$ cat src/design/mic_consts.svh
/*
 Constants of the interrupt controller: register indices,
 bit positions, write masks, vectors and event indices.
 Assumes inclusion by name from the package and the module.
*/
`ifndef MIC_CONSTS_SVH
`define MIC_CONSTS_SVH
`define MIC_PCW 13
`define MIC_NEV 12
`define MIC_R_INTC0 4'h0
`define MIC_R_INTC1 4'h1
`define MIC_R_CTL2 4'h2
`define MIC_R_SHS0 4'h3
`define MIC_R_SHS1 4'h4
`define MIC_R_SHS2 4'h5
`define MIC_R_EDGE 4'h6
`define MIC_R_PCFG 4'h7
`define MIC_R_STAT 4'h8
`define MIC_M_INTC0 8'h7f
`define MIC_M_FULL 8'hff
`define MIC_M_MFI 8'h33
`define MIC_M_LOW 8'h0f
`define MIC_B_GIE 0
`define MIC_B_INT0E 1
`define MIC_B_MF0E 3
`define MIC_B_INT0F 4
`define MIC_B_MF0F 6
`define MIC_B_MF1E 0
`define MIC_B_MF2E 1
`define MIC_B_ADE 2
`define MIC_B_TB0E 3
`define MIC_B_MF1F 4
`define MIC_B_MF2F 5
`define MIC_B_ADF 6
`define MIC_B_TB0F 7
`define MIC_B_TBE1 0
`define MIC_B_PNE1 1
`define MIC_B_I2CE 2
`define MIC_B_TBF1 4
`define MIC_B_PNF1 5
`define MIC_B_I2CF 6
`define MIC_B_PE 0
`define MIC_B_AE 1
`define MIC_B_PF 4
`define MIC_B_AF 5
`define MIC_B_CPE 2
`define MIC_B_CAE 3
`define MIC_B_CPF 6
`define MIC_B_CAF 7
`define MIC_B_SEL0 0
`define MIC_B_DIN0 2
`define MIC_EV_TB0 0
`define MIC_EV_TB1 1
`define MIC_EV_ADC 2
`define MIC_EV_I2C 3
`define MIC_EV_STA 4
`define MIC_EV_STP 5
`define MIC_EV_CTA 6
`define MIC_EV_CTP 7
`define MIC_EV_PTA 8
`define MIC_EV_PTP 9
`define MIC_EV_EE 10
`define MIC_EV_LV 11
`define MIC_V_EXT0 4'h0
`define MIC_V_MF0 4'h1
`define MIC_V_MF1 4'h2
`define MIC_V_MF2 4'h3
`define MIC_V_ADC 4'h4
`define MIC_V_TB0 4'h5
`define MIC_V_TB1 4'h6
`define MIC_V_I2C 4'h7
`define MIC_V_EXT1 4'h8
`define MIC_RESP_OK 2'h0
`define MIC_RESP_ERR 2'h2
`endif

$ cat src/design/mic_pkg.sv
/*
 Types of the interrupt controller: state encoding and the
 packed state record. Assumes mic_consts.svh on the path.
*/
`include "mic_consts.svh"
package mic_pkg;
   typedef enum logic [1:0] {
      MIC_RUN  = 2'b01,
      MIC_VECT = 2'b10
   } mic_state_t;
   typedef logic [7:0][7:0] mic_regs_t;
   typedef struct packed {
      mic_state_t             fsm;
      mic_regs_t              regs;
      logic [1:0]             pin;
      logic [2:0]             mreq;
      logic                   aw_have;
      logic [7:0]             aw_addr;
      logic                   w_have;
      logic [7:0]             wdata;
      logic                   wstrb0;
      logic                   awready;
      logic                   wready;
      logic                   bvalid;
      logic [1:0]             bresp;
      logic                   arready;
      logic                   rvalid;
      logic [7:0]             rdata;
      logic [1:0]             rresp;
      logic                   take;
      logic [3:0]             vec;
      logic [`MIC_PCW-1:0]    push_pc;
      logic                   pop;
      logic                   wake;
   } mic_st_t;
endpackage

$ cat src/design/mic_intc.sv
/*
 Interrupt controller with AXI4-Lite register slave, request
 flags, shared interrupts, vectoring, wake-up.
 Assumes: events are one-cycle pulses, pins synchronous to
 aclk, CPU supplies next PC and stack-full state.
*/
// The AXI4-Lite interface to the registers and the register offsets are this design's own decisions.
// Functional notes
// - Control 2 holds i2c, pin1, timebase1 flags/enables
// - Shared source 0 holds standard timer matches
// - Shared source 1 holds compact, periodic matches
// - Shared source 2 holds eeprom, low voltage
// - Unimplemented bits read zero, except control 0 bits 2, 5 and control 2 bits 3, 7; reset clears all
// - Source event sets flag regardless of enables
// - Disabled flag stays set, no vector
// - Global enable low blocks every interrupt
// - Take pushes next PC, loads vector
// - Return instruction pops saved PC
// - Taking interrupt clears global enable
// - Blocked requests keep flags for later
// - Full stack holds off any request
// - Newly set flag wakes from sleep
// - Pin flag set on selected edge
// - Edge field: off, rise, fall, both
// - Pin needs enable, function select, input
// - Servicing pin clears its flag
// - Three shared interrupts fed by members
// - Enabled member request sets shared flag when none was pending
// - Service clears shared flag, members stay
// - Global enable is control 0 bit 0
`timescale 1ns/1ns
`include "mic_consts.svh"
module mic_intc
   import mic_pkg::*;
(
   input  wire logic                  aclk,          // Clock
   input  wire logic                  aresetn,       // Reset
   input  wire logic [7:0]            s_axi_awaddr,  // Wr addr
   input  wire logic                  s_axi_awvalid, // Wr addr vld
   output logic                       s_axi_awready, // Wr addr rdy
   input  wire logic [31:0]           s_axi_wdata,   // Wr data
   input  wire logic [3:0]            s_axi_wstrb,   // Byte enables
   input  wire logic                  s_axi_wvalid,  // Wr data vld
   output logic                       s_axi_wready,  // Wr data rdy
   output logic [1:0]                 s_axi_bresp,   // Wr response
   output logic                       s_axi_bvalid,  // Wr resp vld
   input  wire logic                  s_axi_bready,  // Wr resp rdy
   input  wire logic [7:0]            s_axi_araddr,  // Rd addr
   input  wire logic                  s_axi_arvalid, // Rd addr vld
   output logic                       s_axi_arready, // Rd addr rdy
   output logic [31:0]                s_axi_rdata,   // Rd data
   output logic [1:0]                 s_axi_rresp,   // Rd response
   output logic                       s_axi_rvalid,  // Rd data vld
   input  wire logic                  s_axi_rready,  // Rd data rdy
   input  wire logic [`MIC_NEV-1:0]   src_event,     // Event pulses
   input  wire logic                  ext_int_pin0,  // Pin 0
   input  wire logic                  ext_int_pin1,  // Pin 1
   input  wire logic [`MIC_PCW-1:0]   next_pc,       // PC to save
   input  wire logic                  stack_full,    // Stack full
   input  wire logic                  return_from_interrupt, // Ret
   input  wire logic                  sleep_mode,    // Sleep/idle
   output logic                       int_take,      // Take pulse
   output logic [3:0]                 int_vector,    // Vector index
   output logic [`MIC_PCW-1:0]        pc_push_data,  // PC to push
   output logic                       pc_push,       // Push pulse
   output logic                       pc_pop,        // Pop pulse
   output logic                       wake_up        // Wake pulse
);
   import mic_pkg::*;

   mic_st_t q;
   mic_st_t d;

   function automatic logic [7:0] wmask(input logic [3:0] i);
      case (i)
         `MIC_R_INTC0: wmask = `MIC_M_INTC0;
         `MIC_R_SHS0,
         `MIC_R_SHS2: wmask = `MIC_M_MFI;
         `MIC_R_EDGE,
         `MIC_R_PCFG: wmask = `MIC_M_LOW;
         default: wmask = `MIC_M_FULL;
      endcase
   endfunction

   function automatic logic valid_addr(input logic [7:0] a);
      valid_addr = (a[7:6] == 2'h0) && (a[5:2] <= `MIC_R_STAT)
         && (a[1:0] == 2'h0);
   endfunction

   // All request flags, for wake-up edge detection
   function automatic logic [16:0] flags(input mic_regs_t r);
      flags = {r[`MIC_R_INTC0][`MIC_B_MF0F],
               r[`MIC_R_INTC0][`MIC_B_INT0F],
               r[`MIC_R_INTC1][7:4],
               r[`MIC_R_CTL2][6:4],
               r[`MIC_R_SHS0][5:4],
               r[`MIC_R_SHS1][7:4],
               r[`MIC_R_SHS2][5:4]};
   endfunction

   function automatic logic [3:0] pick(input logic [8:0] p);
      pick = 4'h0;
      for (int i = 8; i >= 0; i--) begin
         if (p[i]) begin
            pick = 4'(i);
         end
      end
   endfunction

   logic [8:0]        pend;
   logic [2:0]        mreq;
   logic [1:0]        pins;
   logic [1:0]        hit;
   logic              wr;
   logic [3:0]        widx;
   logic [3:0]        ridx;
   logic [7:0]        m;
   logic [1:0]        es;
   logic              act;
   mic_regs_t         r;

   always_comb begin
      d = q;
      r = q.regs;
      d.take = 1'b0;
      d.pop = return_from_interrupt;
      widx = q.aw_addr[5:2];
      ridx = s_axi_araddr[5:2];
      pins = {ext_int_pin1, ext_int_pin0};
      hit = 2'b00;
      m = 8'h00;
      es = 2'b00;
      act = 1'b0;
      // Write channels, taken in either order
      if (s_axi_awvalid && q.awready) begin
         d.aw_have = 1'b1;
         d.aw_addr = s_axi_awaddr;
      end
      if (s_axi_wvalid && q.wready) begin
         d.w_have = 1'b1;
         d.wdata = s_axi_wdata[7:0];
         d.wstrb0 = s_axi_wstrb[0];
      end
      if (q.bvalid && s_axi_bready) begin
         d.bvalid = 1'b0;
      end
      wr = q.aw_have && q.w_have && !q.bvalid;
      if (wr) begin
         d.aw_have = 1'b0;
         d.w_have = 1'b0;
         d.bvalid = 1'b1;
         d.bresp = valid_addr(q.aw_addr) ? `MIC_RESP_OK
                                          : `MIC_RESP_ERR;
         if (valid_addr(q.aw_addr) && q.wstrb0
             && widx != `MIC_R_STAT) begin
            m = wmask(widx);
            // Bits outside the write mask never stored
            d.regs[widx[2:0]] = (q.wdata & m)
                              | (q.regs[widx[2:0]] & ~m);
         end
      end
      d.awready = !d.aw_have;
      d.wready = !d.w_have;
      // Read channel
      if (q.rvalid && s_axi_rready) begin
         d.rvalid = 1'b0;
      end
      if (s_axi_arvalid && q.arready) begin
         d.rvalid = 1'b1;
         d.rresp = `MIC_RESP_ERR;
         d.rdata = 8'h00;
         if (valid_addr(s_axi_araddr)) begin
            d.rresp = `MIC_RESP_OK;
            if (ridx == `MIC_R_STAT) begin
               d.rdata = {2'b00, sleep_mode, stack_full, q.vec};
            end else begin
               d.rdata = q.regs[ridx[2:0]];
            end
         end
      end
      d.arready = !d.rvalid;

      // Pending requests in priority order
      pend[0] = r[`MIC_R_INTC0][`MIC_B_INT0F]
              & r[`MIC_R_INTC0][`MIC_B_INT0E];
      pend[1] = r[`MIC_R_INTC0][`MIC_B_MF0F]
              & r[`MIC_R_INTC0][`MIC_B_MF0E];
      pend[2] = r[`MIC_R_INTC1][`MIC_B_MF1F]
              & r[`MIC_R_INTC1][`MIC_B_MF1E];
      pend[3] = r[`MIC_R_INTC1][`MIC_B_MF2F]
              & r[`MIC_R_INTC1][`MIC_B_MF2E];
      pend[4] = r[`MIC_R_INTC1][`MIC_B_ADF]
              & r[`MIC_R_INTC1][`MIC_B_ADE];
      pend[5] = r[`MIC_R_INTC1][`MIC_B_TB0F]
              & r[`MIC_R_INTC1][`MIC_B_TB0E];
      pend[6] = r[`MIC_R_CTL2][`MIC_B_TBF1]
              & r[`MIC_R_CTL2][`MIC_B_TBE1];
      pend[7] = r[`MIC_R_CTL2][`MIC_B_I2CF]
              & r[`MIC_R_CTL2][`MIC_B_I2CE];
      pend[8] = r[`MIC_R_CTL2][`MIC_B_PNF1]
              & r[`MIC_R_CTL2][`MIC_B_PNE1];

      case (q.fsm)
         MIC_RUN: begin
            // Disabled flags stay pending
            if (r[`MIC_R_INTC0][`MIC_B_GIE]
                && !stack_full
                && (|pend)) begin
               d.take = 1'b1;
               d.vec = pick(pend);
               d.push_pc = next_pc;
               d.fsm = MIC_VECT;
               d.regs[`MIC_R_INTC0][`MIC_B_GIE] = 1'b0;
               case (pick(pend))
                  `MIC_V_EXT0: d.regs[`MIC_R_INTC0][`MIC_B_INT0F]
                     = 1'b0;
                  `MIC_V_MF0: d.regs[`MIC_R_INTC0][`MIC_B_MF0F]
                     = 1'b0;
                  `MIC_V_MF1: d.regs[`MIC_R_INTC1][`MIC_B_MF1F]
                     = 1'b0;
                  `MIC_V_MF2: d.regs[`MIC_R_INTC1][`MIC_B_MF2F]
                     = 1'b0;
                  `MIC_V_ADC: d.regs[`MIC_R_INTC1][`MIC_B_ADF]
                     = 1'b0;
                  `MIC_V_TB0: d.regs[`MIC_R_INTC1][`MIC_B_TB0F]
                     = 1'b0;
                  `MIC_V_TB1: d.regs[`MIC_R_CTL2][`MIC_B_TBF1]
                     = 1'b0;
                  `MIC_V_I2C: d.regs[`MIC_R_CTL2][`MIC_B_I2CF]
                     = 1'b0;
                  default: d.regs[`MIC_R_CTL2][`MIC_B_PNF1]
                     = 1'b0;
               endcase
            end
         end
         MIC_VECT: d.fsm = MIC_RUN; // One vector at a time
         default: d.fsm = MIC_RUN;
      endcase

      // Pin edges; sets come after clears so sets win
      d.pin = pins;
      for (int k = 0; k < 2; k++) begin
         es = q.regs[`MIC_R_EDGE][2*k +: 2];
         act = q.regs[`MIC_R_PCFG][`MIC_B_SEL0 + k]
             & q.regs[`MIC_R_PCFG][`MIC_B_DIN0 + k];
         hit[k] = act & ((es[0] & pins[k] & !q.pin[k])
                       | (es[1] & !pins[k] & q.pin[k]));
      end
      if (hit[0] && r[`MIC_R_INTC0][`MIC_B_INT0E]) begin
         d.regs[`MIC_R_INTC0][`MIC_B_INT0F] = 1'b1;
      end
      if (hit[1] && r[`MIC_R_CTL2][`MIC_B_PNE1]) begin
         d.regs[`MIC_R_CTL2][`MIC_B_PNF1] = 1'b1;
      end

      // Source events set flags whatever the enables
      if (src_event[`MIC_EV_TB0])
         d.regs[`MIC_R_INTC1][`MIC_B_TB0F] = 1'b1;
      if (src_event[`MIC_EV_ADC])
         d.regs[`MIC_R_INTC1][`MIC_B_ADF] = 1'b1;
      if (src_event[`MIC_EV_TB1])
         d.regs[`MIC_R_CTL2][`MIC_B_TBF1] = 1'b1;
      if (src_event[`MIC_EV_I2C])
         d.regs[`MIC_R_CTL2][`MIC_B_I2CF] = 1'b1;
      if (src_event[`MIC_EV_STA])
         d.regs[`MIC_R_SHS0][`MIC_B_AF] = 1'b1;
      if (src_event[`MIC_EV_STP])
         d.regs[`MIC_R_SHS0][`MIC_B_PF] = 1'b1;
      if (src_event[`MIC_EV_CTA])
         d.regs[`MIC_R_SHS1][`MIC_B_CAF] = 1'b1;
      if (src_event[`MIC_EV_CTP])
         d.regs[`MIC_R_SHS1][`MIC_B_CPF] = 1'b1;
      if (src_event[`MIC_EV_PTA])
         d.regs[`MIC_R_SHS1][`MIC_B_AF] = 1'b1;
      if (src_event[`MIC_EV_PTP])
         d.regs[`MIC_R_SHS1][`MIC_B_PF] = 1'b1;
      if (src_event[`MIC_EV_EE])
         d.regs[`MIC_R_SHS2][`MIC_B_AF] = 1'b1;
      if (src_event[`MIC_EV_LV])
         d.regs[`MIC_R_SHS2][`MIC_B_PF] = 1'b1;

      // Enabled member requests feed shared flags
      mreq[0] = |(r[`MIC_R_SHS0][5:4] & r[`MIC_R_SHS0][1:0]);
      mreq[1] = |(r[`MIC_R_SHS1][7:4] & r[`MIC_R_SHS1][3:0]);
      mreq[2] = |(r[`MIC_R_SHS2][5:4] & r[`MIC_R_SHS2][1:0]);
      d.mreq = mreq;
      if (mreq[0] && !q.mreq[0])
         d.regs[`MIC_R_INTC0][`MIC_B_MF0F] = 1'b1;
      if (mreq[1] && !q.mreq[1])
         d.regs[`MIC_R_INTC1][`MIC_B_MF1F] = 1'b1;
      if (mreq[2] && !q.mreq[2])
         d.regs[`MIC_R_INTC1][`MIC_B_MF2F] = 1'b1;

      // Only a flag rising wakes; one already set does not
      d.wake = sleep_mode
             & (|(flags(d.regs) & ~flags(q.regs)));
   end

   always_ff @(posedge aclk) begin
      if (!aresetn) begin
         q <= '0; // All flags and enables clear
         q.fsm <= MIC_RUN;
      end else begin
         q <= d;
      end
   end

   assign s_axi_awready = q.awready;
   assign s_axi_wready  = q.wready;
   assign s_axi_bvalid  = q.bvalid;
   assign s_axi_bresp   = q.bresp;
   assign s_axi_arready = q.arready;
   assign s_axi_rvalid  = q.rvalid;
   assign s_axi_rdata   = {24'h000000, q.rdata};
   assign s_axi_rresp   = q.rresp;
   assign int_take      = q.take;
   assign pc_push       = q.take;
   assign int_vector    = q.vec;
   assign pc_push_data  = q.push_pc;
   assign pc_pop        = q.pop;
   assign wake_up       = q.wake;
endmodule

$ cat config.mk
export PLATFORM = sky130hd
export DESIGN_NAME = mic_intc
export DESIGN_NICKNAME = d
export VERILOG_FILES = /design/src/design/mic_pkg.sv /design/src/design/mic_intc.sv
export VERILOG_INCLUDE_DIRS = /design/src /design/src/design
export SDC_FILE = /design/constraint.sdc
export NUM_CORES = 1
export LEC_CHECK = 0
export ABC_AREA = 0
export CORE_ASPECT_RATIO = 0.5
export CORE_MARGIN = 2
export CORE_UTILIZATION = 35
export DETAILED_ROUTE_END_ITERATION = 6
export DONT_BUFFER_PORTS = 1
export PLACE_DENSITY = 0.48
export SYNTH_ARGS = -nofsm -noshare
export SYNTH_HDL_FRONTEND = slang
export SYNTH_SLANG_ARGS = --single-unit
$ cat constraint.sdc
create_clock -name aclk -period 5.6 [get_ports aclk]
set_input_delay 0.56 -clock aclk [delete_from_list [all_inputs] [get_ports aclk]]
set_output_delay 0.56 -clock aclk [all_outputs]
set_load 0.02 [all_outputs]
==> results.md, run 1 <==
* **run status** finished, final reports clean
* **CTS tree** done
* **cell types occupying the most area after synthesis** sky130_fd_sc_hd__dfxtp_1 40%, sky130_fd_sc_hd__buf_4 6.5%, sky130_fd_sc_hd__mux4_2 6.4%, sky130_fd_sc_hd__nand2_1 5.1%, sky130_fd_sc_hd__a21boi_0 4.8%
* **placer's final routability congestion estimate** 0.856
* **count of input and output buffers** 0
* **cts hold-fix bufs** 0
* **number of storage elements in the synthesis netlist** 125
* **sequential share of the synthesized area** 0.397
* **wire length of the first global-routing pass** 27800 um
* **via count of the first global-routing pass** 4581
* **Total GRT Usage** 0.192
* **worst hold path class** in -> reg
* **WS Path Type** reg -> reg
* **area of the die** 19200 um^2
* **FP Rows** 34
* **Synth async-reset ratio** 0
* **P per Cell Area** 337 nW/um^2
* **DRC viols** 0
* **crit path DAT** 3440 ps
* **shortest period the worst path allows** 3150 ps
* **clock input transition at the sequential cells of the worst setup and hold paths** 60 ps
* **Antenna diodes** 0
* **leakage power summed over all cells** 2.36 nW
* **top_reg_cell synth** sky130_fd_sc_hd__dfxtp_1
* **top-level port count** 151
* **H-tree depth reported by CTS** 4
* **share of post-route cells with drive strength above 1** 0.105
* **area delta synth->final** 7.83%
* **cell-by-cell trace of the critical path** mux2_2 -> mux2i_1 -> o22ai_1 -> a2111oi_0 -> o31a_1 -> a31oi_1
* **post-CTS resize count** 0
* **DR pass1 iterations** 6
* **hold slack** 256 ps
* **post-detailed-route via-to-cell ratio** 5.35
* **antenna violations before repair** 0
* **number of cells produced by synthesis** 697
* **mean routed wirelength per cell** 19.8 um
* **detailed router's first-iteration violation count** 290
* **Relative slew margins** 0.314
* **multi-input combinational cell area** 3300 um^2
* **Sink Count** 125
* **count of final hold-check violations** 0
* **synthesis warning total** 0
* **distinct cell type count after synthesis** 59
* **Fin Clk Skew** 8.68 ps
* **unrepaired setup endpoints after global routing** false
* **Inserted Clock Buffers** 17
* **period utilisation layout** 0.563
* **Max IR drop VDD** 286 uV
* **total power of the final layout** 2.29 mW
* **pin count of the biggest net entering global routing** 123
* **die extent in x** 194 um
* **half-perimeter wire length of the detailed placement result** 12600 um
* **mean post-synth cell area** 9.05 um^2
* **number of endpoints failing setup at the final stage** 0
* **Sequential Area** 2500 um^2
* **area of the mapped netlist** 6310 um^2
* **highest-delay cell along the critical path** sky130_fd_sc_hd__dfxtp_1
* **sum of negative setup slack** 0 ps
* **total global routing overflow** 0
* **Worst Path Required** 5890 ps
* **layout filler cell count** 1768
* **net count of the finished layout** 741
* **fraction of synthesized cell area taken by the top area cell type** 0.397
* **depth of the worst register-to-register path** 6
* **placement-stage cell area** 6150 um^2
* **maximum clock frequency** 0.317 GHz
* **overall via count from detail_route** 4812
* **overall die height** 98.9 um
* **final number of max-transition violations** 0
* **core region area** 17500 um^2
* **biggest area consumer among synthesized cells** sky130_fd_sc_hd__dfxtp_1
* **largest fanout on the critical path** 20
* **post-layout util** 0.388
* **detailed-route wire length** 17800 um
* **actual transition at the worst max-transition pin** 1000 ps
* **maximum clock path buffer count** 2
* **number of flops mapped to enable cells by yosys** 0
* **starting density of the core** 0.360
* **final design area excluding fillers** 6800 um^2
* **element type at the critical path start** register
* **clock insertion delay at the later pin of the skew report** 420 ps
* **clock root buffer** sky130_fd_sc_hd__clkbuf_16
* **kind of end point of the critical path** register
* **DRT antenna net count** 0
* **Maximum Capacitance Violations** 0
* **post-CTS setup repair buffer count** 0
* **Hold Path Cell Cnt** 1
* **CP max stage delay** 810 ps
## power by group
part / leakage, nW / internal, mW / switching, mW
logic: 1.04 / 0.0472 / 0.0580
registers: 1.01 / 0.908 / 0.0337
clock network: 0.309 / 0.803 / 0.442
total: 2.36 / 1.76 / 0.534
## cell usage after synthesis (4+ instances only)
cell                        instances
sky130_fd_sc_hd__dfxtp_1          125
sky130_fd_sc_hd__nand2_1           85
sky130_fd_sc_hd__buf_4             55
sky130_fd_sc_hd__a21boi_0          40
sky130_fd_sc_hd__nor2b_1           40
sky130_fd_sc_hd__nor2_1            37
sky130_fd_sc_hd__and2_1            32
sky130_fd_sc_hd__mux2i_1           27
sky130_fd_sc_hd__o21ai_0           27
sky130_fd_sc_hd__clkbuf_1          26
sky130_fd_sc_hd__a21oi_1           19
sky130_fd_sc_hd__nand3_1           19
sky130_fd_sc_hd__mux4_2            18
sky130_fd_sc_hd__o21a_1            17
sky130_fd_sc_hd__nand2b_1          12
sky130_fd_sc_hd__a211oi_1           9
sky130_fd_sc_hd__a22oi_1            8
sky130_fd_sc_hd__inv_1              8
sky130_fd_sc_hd__nor3_1             7
sky130_fd_sc_hd__buf_2              6
sky130_fd_sc_hd__mux2_2             6
sky130_fd_sc_hd__nor4_1             5
sky130_fd_sc_hd__o221ai_1           5
sky130_fd_sc_hd__a2111oi_0          4
sky130_fd_sc_hd__nand4_1            4
sky130_fd_sc_hd__o22ai_1            4
## final timing paths
check,from,slack [ps],end
worst max register to register,q[49],2450,wake_up
worst min register to register,q[107],460,q[107]
worst max-delay path,q[49],2450,wake_up
worst min-delay path,ext_int_pin0,260,q[59]
## through the flow
step                      cells  setup WS, ps
after floorplan             722          3480
after global placement      867          2440
after detailed placement    867          2540
after CTS                   899          2490
after global routing        899          2280
final                       899          2450
## placed cells by master (no fill, tap or decap), types with 3 or more instances in the layout
cell type / n
sky130_fd_sc_hd__a22oi_1: 8
sky130_fd_sc_hd__o21ai_0: 27
sky130_fd_sc_hd__nand3b_1: 3
sky130_fd_sc_hd__inv_1: 8
sky130_fd_sc_hd__nand3_1: 19
sky130_fd_sc_hd__nor2b_1: 40
sky130_fd_sc_hd__bufinv_16: 5
sky130_fd_sc_hd__and3_1: 3
sky130_fd_sc_hd__mux4_2: 18
sky130_fd_sc_hd__clkbuf_16: 17
sky130_fd_sc_hd__a21boi_0: 40
sky130_fd_sc_hd__mux2_2: 6
sky130_fd_sc_hd__a2111oi_0: 4
sky130_fd_sc_hd__nor4_1: 5
sky130_fd_sc_hd__a21oi_1: 18
sky130_fd_sc_hd__a221oi_1: 3
sky130_fd_sc_hd__nor2_1: 37
sky130_fd_sc_hd__nor3_1: 7
sky130_fd_sc_hd__a31oi_1: 3
sky130_fd_sc_hd__conb_1: 26
sky130_fd_sc_hd__buf_4: 3
sky130_fd_sc_hd__clkinvlp_4: 4
sky130_fd_sc_hd__nand2_1: 85
sky130_fd_sc_hd__mux2i_1: 27
sky130_fd_sc_hd__o21a_1: 17
sky130_fd_sc_hd__o22ai_1: 4
sky130_fd_sc_hd__a22o_1: 3
sky130_fd_sc_hd__nand4_1: 4
sky130_fd_sc_hd__nand2b_1: 12
sky130_fd_sc_hd__o221ai_1: 5
sky130_fd_sc_hd__dfxtp_1: 125
sky130_fd_sc_hd__a211oi_1: 9
sky130_fd_sc_hd__and2_1: 32
## flip-flops by register name, summed over array words and instances (netlist names)
name,count
s_axi_awready,1
es,2
q,88
int_vector,4
s_axi_bresp,1
s_axi_wready,1
s_axi_bvalid,1
s_axi_rvalid,1
s_axi_rresp,1
pc_push_data,13
wake_up,1
s_axi_rdata,8
int_take,1
s_axi_arready,1
pc_pop,1
## layer usage
metal  part of all wire  wire, um  vias to the layer above  track usage
li1                   -         -                     2298            -
met5                  0         0                        -            0
met1               0.49      8720                     2308        0.273
met2               0.42      7410                      189        0.279
met4              0.011       201                        0       0.0472
met3              0.083      1480                       17       0.0643
## critical path: cells and delay by family (launching register included)
kind | cells | cell delay (ps)
muxes | 2 | 1120
DFF | 1 | 810
AOI/OAI and AO/OA | 4 | 1100
## logic make-up (layout without fill, tap and decap cells)
kind of cell    Yosys count  after routing  synth area share
mux                      51             51             0.118
compound gates          154            154             0.169
other cells               1             26          0.000594
fa+ha+maj                 1              1           0.00159
flops                   125            125             0.397
simple gates            265            265             0.219
buf+inv                 100             43            0.0958
## layout make-up
| cell class | instances | share of cell area |
|---|---|---|
| Sequential cell | 125 | 0.368 |
| Multi-Input combinational cell | 497 | 0.485 |
| Clock inverter | 14 | 0.0318 |
| Timing Repair Buffer | 3 | 0.00331 |
| Clock buffer | 18 | 0.0645 |
| Inverter | 8 | 0.00441 |
| Tap cell | 234 | 0.0430 |
No activity file was read; power rests on OpenSTA's default activity.
==> inputs of run 2 (changes only) <==
--- a/config.mk
+++ b/config.mk
@@ -6,7 +6,7 @@
 export SDC_FILE = /design/constraint.sdc
 export NUM_CORES = 1
 export LEC_CHECK = 0
-export ABC_AREA = 0
+export ABC_AREA = 1
 export CORE_ASPECT_RATIO = 0.5
 export CORE_MARGIN = 2
 export CORE_UTILIZATION = 35
==> constraint.sdc (replaced) <==
create_clock -name aclk -period 3.1 [get_ports aclk]
set_input_delay 0.31 -clock aclk [delete_from_list [all_inputs] [get_ports aclk]]
set_output_delay 0.31 -clock aclk [all_outputs]
set_load 0.02 [all_outputs]
==> run 2 against run 1 <==
Effect of this change:
- final cell count grew 27%
- clock power is 66% higher
- flip-flop and latch count unchanged
- worst hold slack got worse by 210 ps
- critical path depth is 9 higher
- combinational power rose to 3.0 times the previous value
- worst setup slack worse by 1900 ps
- clock-buffer cell count is 4 higher
- power up 78%
- via count grew 18%
- critical path type unchanged
- largest cell class unchanged
- highest routed layer unchanged
==> results.md, run 2 <==
* **largest family of logic cells by synthesized area** simple AND/OR/NAND/NOR gates
* **met1 wire length** 10100 um
* **smallest setup slack after layout** 557 ps
* **number of endpoints failing setup at the final stage** 0
* **met2 wire length** 7480 um
* **starting density of the core** 0.358
* **final number of max-transition violations** 0
* **DR pass1 iterations** 6
* **Total GRT Usage** 0.214
* **Antenna diodes** 0
* **overall via count from detail_route** 5673
* **clock insertion delay at the later pin of the skew report** 420 ps
* **number of storage elements in the synthesis netlist** 125
* **pre-CTS worst setup slack** 614 ps
* **distinct cell type count after synthesis** 37
* **DRT antenna net count** 0
* **post-detailed-route via-to-cell ratio** 4.97
* **cell types occupying the most area after synthesis** sky130_fd_sc_hd__dfxtp_1 40%, sky130_fd_sc_hd__nand2_1 12%, sky130_fd_sc_hd__a21oi_1 8.0%, sky130_fd_sc_hd__buf_4 6.7%, sky130_fd_sc_hd__inv_1 6.7%
* **count of final hold-check violations** 0
* **sequential share of the synthesized area** 0.401
* **number of flops mapped to enable cells by yosys** 0
* **mean post-synth cell area** 6.85 um^2
* **H-tree depth reported by CTS** 4
* **clock root buffer** sky130_fd_sc_hd__clkbuf_16
* **via count of the first global-routing pass** 5248
* **half-perimeter wire length of the detailed placement result** 14000 um
* **mean routed wirelength per cell** 17.0 um
* **most frequent cell after synthesis** sky130_fd_sc_hd__nand2_1
* **reg2reg end** wake_up
* **depth of the worst register-to-register path** 15
* **overall die height** 98.5 um
* **maximum clock frequency** 0.393 GHz
* **area delta synth->final** 10.6%
* **Sink Count** 125
* **Fin Clk Skew** 7.55 ps
* **topmost layer with routed signal wires** met4
* **kind of end point of the critical path** register
* **shortest period the worst path allows** 2540 ps
* **fraction of synthesized cell area taken by the top area cell type** 0.401
* **top_reg_cell synth** sky130_fd_sc_hd__dfxtp_1
* **arithmetic-cell share of the synthesized area counting full adders, half adders and majority gates** 0
* **WS Path Type** reg -> reg
* **share of post-route cells with drive strength above 1** 0.0750
* **synthesis warning total** 0
* **sum of negative setup slack** 0 ps
* **multiplexer share of the synthesized area** 0
* **area share of and/or/nand/nor cells after synthesis** 0.257
* **period utilisation layout** 0.820
* **top-level port count** 151
* **placement-stage cell area** 6110 um^2
* **element type at the critical path start** register
* **die extent in x** 193 um
* **post-CTS resize count** 0
* **Inserted Clock Buffers** 17
* **final design area excluding fillers** 6910 um^2
* **area of the die** 19000 um^2
* **FP Rows** 34
* **biggest area consumer among synthesized cells** sky130_fd_sc_hd__dfxtp_1
* **detailed-route wire length** 19500 um
* **largest fanout on the critical path** 17
* **post-layout util** 0.396
* **layout filler cell count** 1840
* **CTS tree** done
* **area share of xor/xnor cells in the synthesized design** 0
* **count of input and output buffers** 0
* **detailed router's first-iteration violation count** 400
* **Critical Path Source** q[49]
* **pin count of the biggest net entering global routing** 65
* **Reg with most FFs** q
* **Worst Setup EP** wake_up
* **worst hold path class** in -> reg
* **wire length of the first global-routing pass** 30200 um
* **Sequential Area** 2500 um^2
* **synthesized-area fraction occupied by ao, oa, aoi and oai cells** 0.177
* **clock input transition at the sequential cells of the worst setup and hold paths** 60 ps
* **P per Cell Area** 590 nW/um^2
* **placer's final routability congestion estimate** 0.903
* **crit path DAT** 2840 ps
* **actual transition at the worst max-transition pin** 816 ps
* **run status** finished, final reports clean
* **number of flip-flops in the largest register** 88
* **top post-synthesis cells by count** 204 x sky130_fd_sc_hd__nand2_1, 125 x sky130_fd_sc_hd__dfxtp_1, 111 x sky130_fd_sc_hd__inv_1
* **total global routing overflow** 0
* **most common cell after layout, fill and taps aside** sky130_fd_sc_hd__nand2_1
* **worst r2r src** q[49]
* **met3 routed WL** 1730 um
* **Worst Path Required** 3400 ps
* **net count of the finished layout** 983
* **Worst R2R Setup Slack** 560 ps
* **leakage power summed over all cells** 3.05 nW
* **unrepaired setup endpoints after global routing** false
* **DRC viols** 0
* **area of the mapped netlist** 6250 um^2
* **core region area** 17400 um^2
* **Synth async-reset ratio** 0
* **Relative slew margins** 0.449
* **Max IR drop VDD** 372 uV
* **maximum clock path buffer count** 2
* **post-CTS setup repair buffer count** 0
* **Maximum Capacitance Violations** 0
* **multi-input combinational cell area** 2810 um^2
* **number of cells produced by synthesis** 912
* **most frequent cells in the layout** 204 x sky130_fd_sc_hd__nand2_1, 125 x sky130_fd_sc_hd__dfxtp_1, 111 x sky130_fd_sc_hd__inv_1, 100 x sky130_fd_sc_hd__a21oi_1, 81 x sky130_fd_sc_hd__o21ai_0
* **antenna violations before repair** 0
run 2: cell types whose count changed in the layout (fill, tap and decap cells not counted), sizes merged, moves of 20 or more:
cell / delta
nor2: +35
inv: +111
a21boi: -40
nand3: +46
a21oi: +81
nor2b: -40
mux2i: -27
o21ai: +58
dlygate4sd3: +20
and2: -32
nand2: +126
run 2: critical path, stage by stage (launching register included):
cell                      delay [ps]
sky130_fd_sc_hd__dfxtp_1         780
sky130_fd_sc_hd__nand2_1         250
sky130_fd_sc_hd__nor2_1          150
sky130_fd_sc_hd__nand2_1         120
sky130_fd_sc_hd__nand2_1         120
sky130_fd_sc_hd__inv_1            60
sky130_fd_sc_hd__nand2_1         100
sky130_fd_sc_hd__nand2_1         150
sky130_fd_sc_hd__nand2_1         100
sky130_fd_sc_hd__nand2_1          70
sky130_fd_sc_hd__nand2_1          60
sky130_fd_sc_hd__nand2_1          50
sky130_fd_sc_hd__inv_1            40
sky130_fd_sc_hd__nand3_1          70
sky130_fd_sc_hd__nor2_1          210
sky130_fd_sc_hd__a21oi_1         100
run 2: report_power, final:
group          internal, mW  switching (mW)
Sequential             1.65          0.0539
Clock                  1.31           0.758
Combinational        0.0957           0.216
Total                  3.05            1.03
run 2: final cells by class:
| cell class | instances | share of cell area |
|---|---|---|
| Clock buffer | 22 | 0.0672 |
| Clock inverter | 10 | 0.0201 |
| Inverter | 121 | 0.0657 |
| Multi-Input combinational cell | 602 | 0.406 |
| Sequential cell | 125 | 0.362 |
| Tap cell | 234 | 0.0424 |
| Timing Repair Buffer | 27 | 0.0366 |
run 2: per-stage QoR:
step / std cells / power [mW] / hold slack, ps
after floorplan: 937 / 1.99 / 403
final: 1141 / 4.08 / 41.6
after CTS: 1141 / 4.13 / 6.23
after global placement: 1089 / 2.02 / 407
after detailed placement: 1089 / 2.02 / 412
after global routing: 1141 / 4.26 / 18.5
run 2: kinds of logic (layout without fill, tap and decap cells):
family,count (synthesis),in the layout
simple gates,367,367
buf+inv,210,180
compound gates,209,209
flops,125,125
other cells,1,26
run 2: how the worst min path moves through the flow:
stage / start / to / cells past startpoint
2_1_floorplan: ext_int_pin0 / q[59] / 2
3_3_place_gp: ext_int_pin0 / q[59] / 2
3_5_place_dp: ext_int_pin1 / q[60] / 2
4_1_cts: aresetn / pc_pop / 2
5_1_grt: aresetn / pc_push_data[3] / 2
6_report: aresetn / q[39] / 2
run 2: repair_timing:
| action | CTS | global route |
|---|---|---|
| endpoints found under the setup margin | 0 | 0 |
| hold buffers | 20 | 0 |
| hold endpoints to repair | 34 | 0 |
run 2: per-layer routing:
metal / vias to the layer above / global-route usage
met5: - / 0
met2: 210 / 0.294
li1: 2841 / -
met3: 15 / 0.0723
met1: 2607 / 0.319
met4: 0 / 0.0490
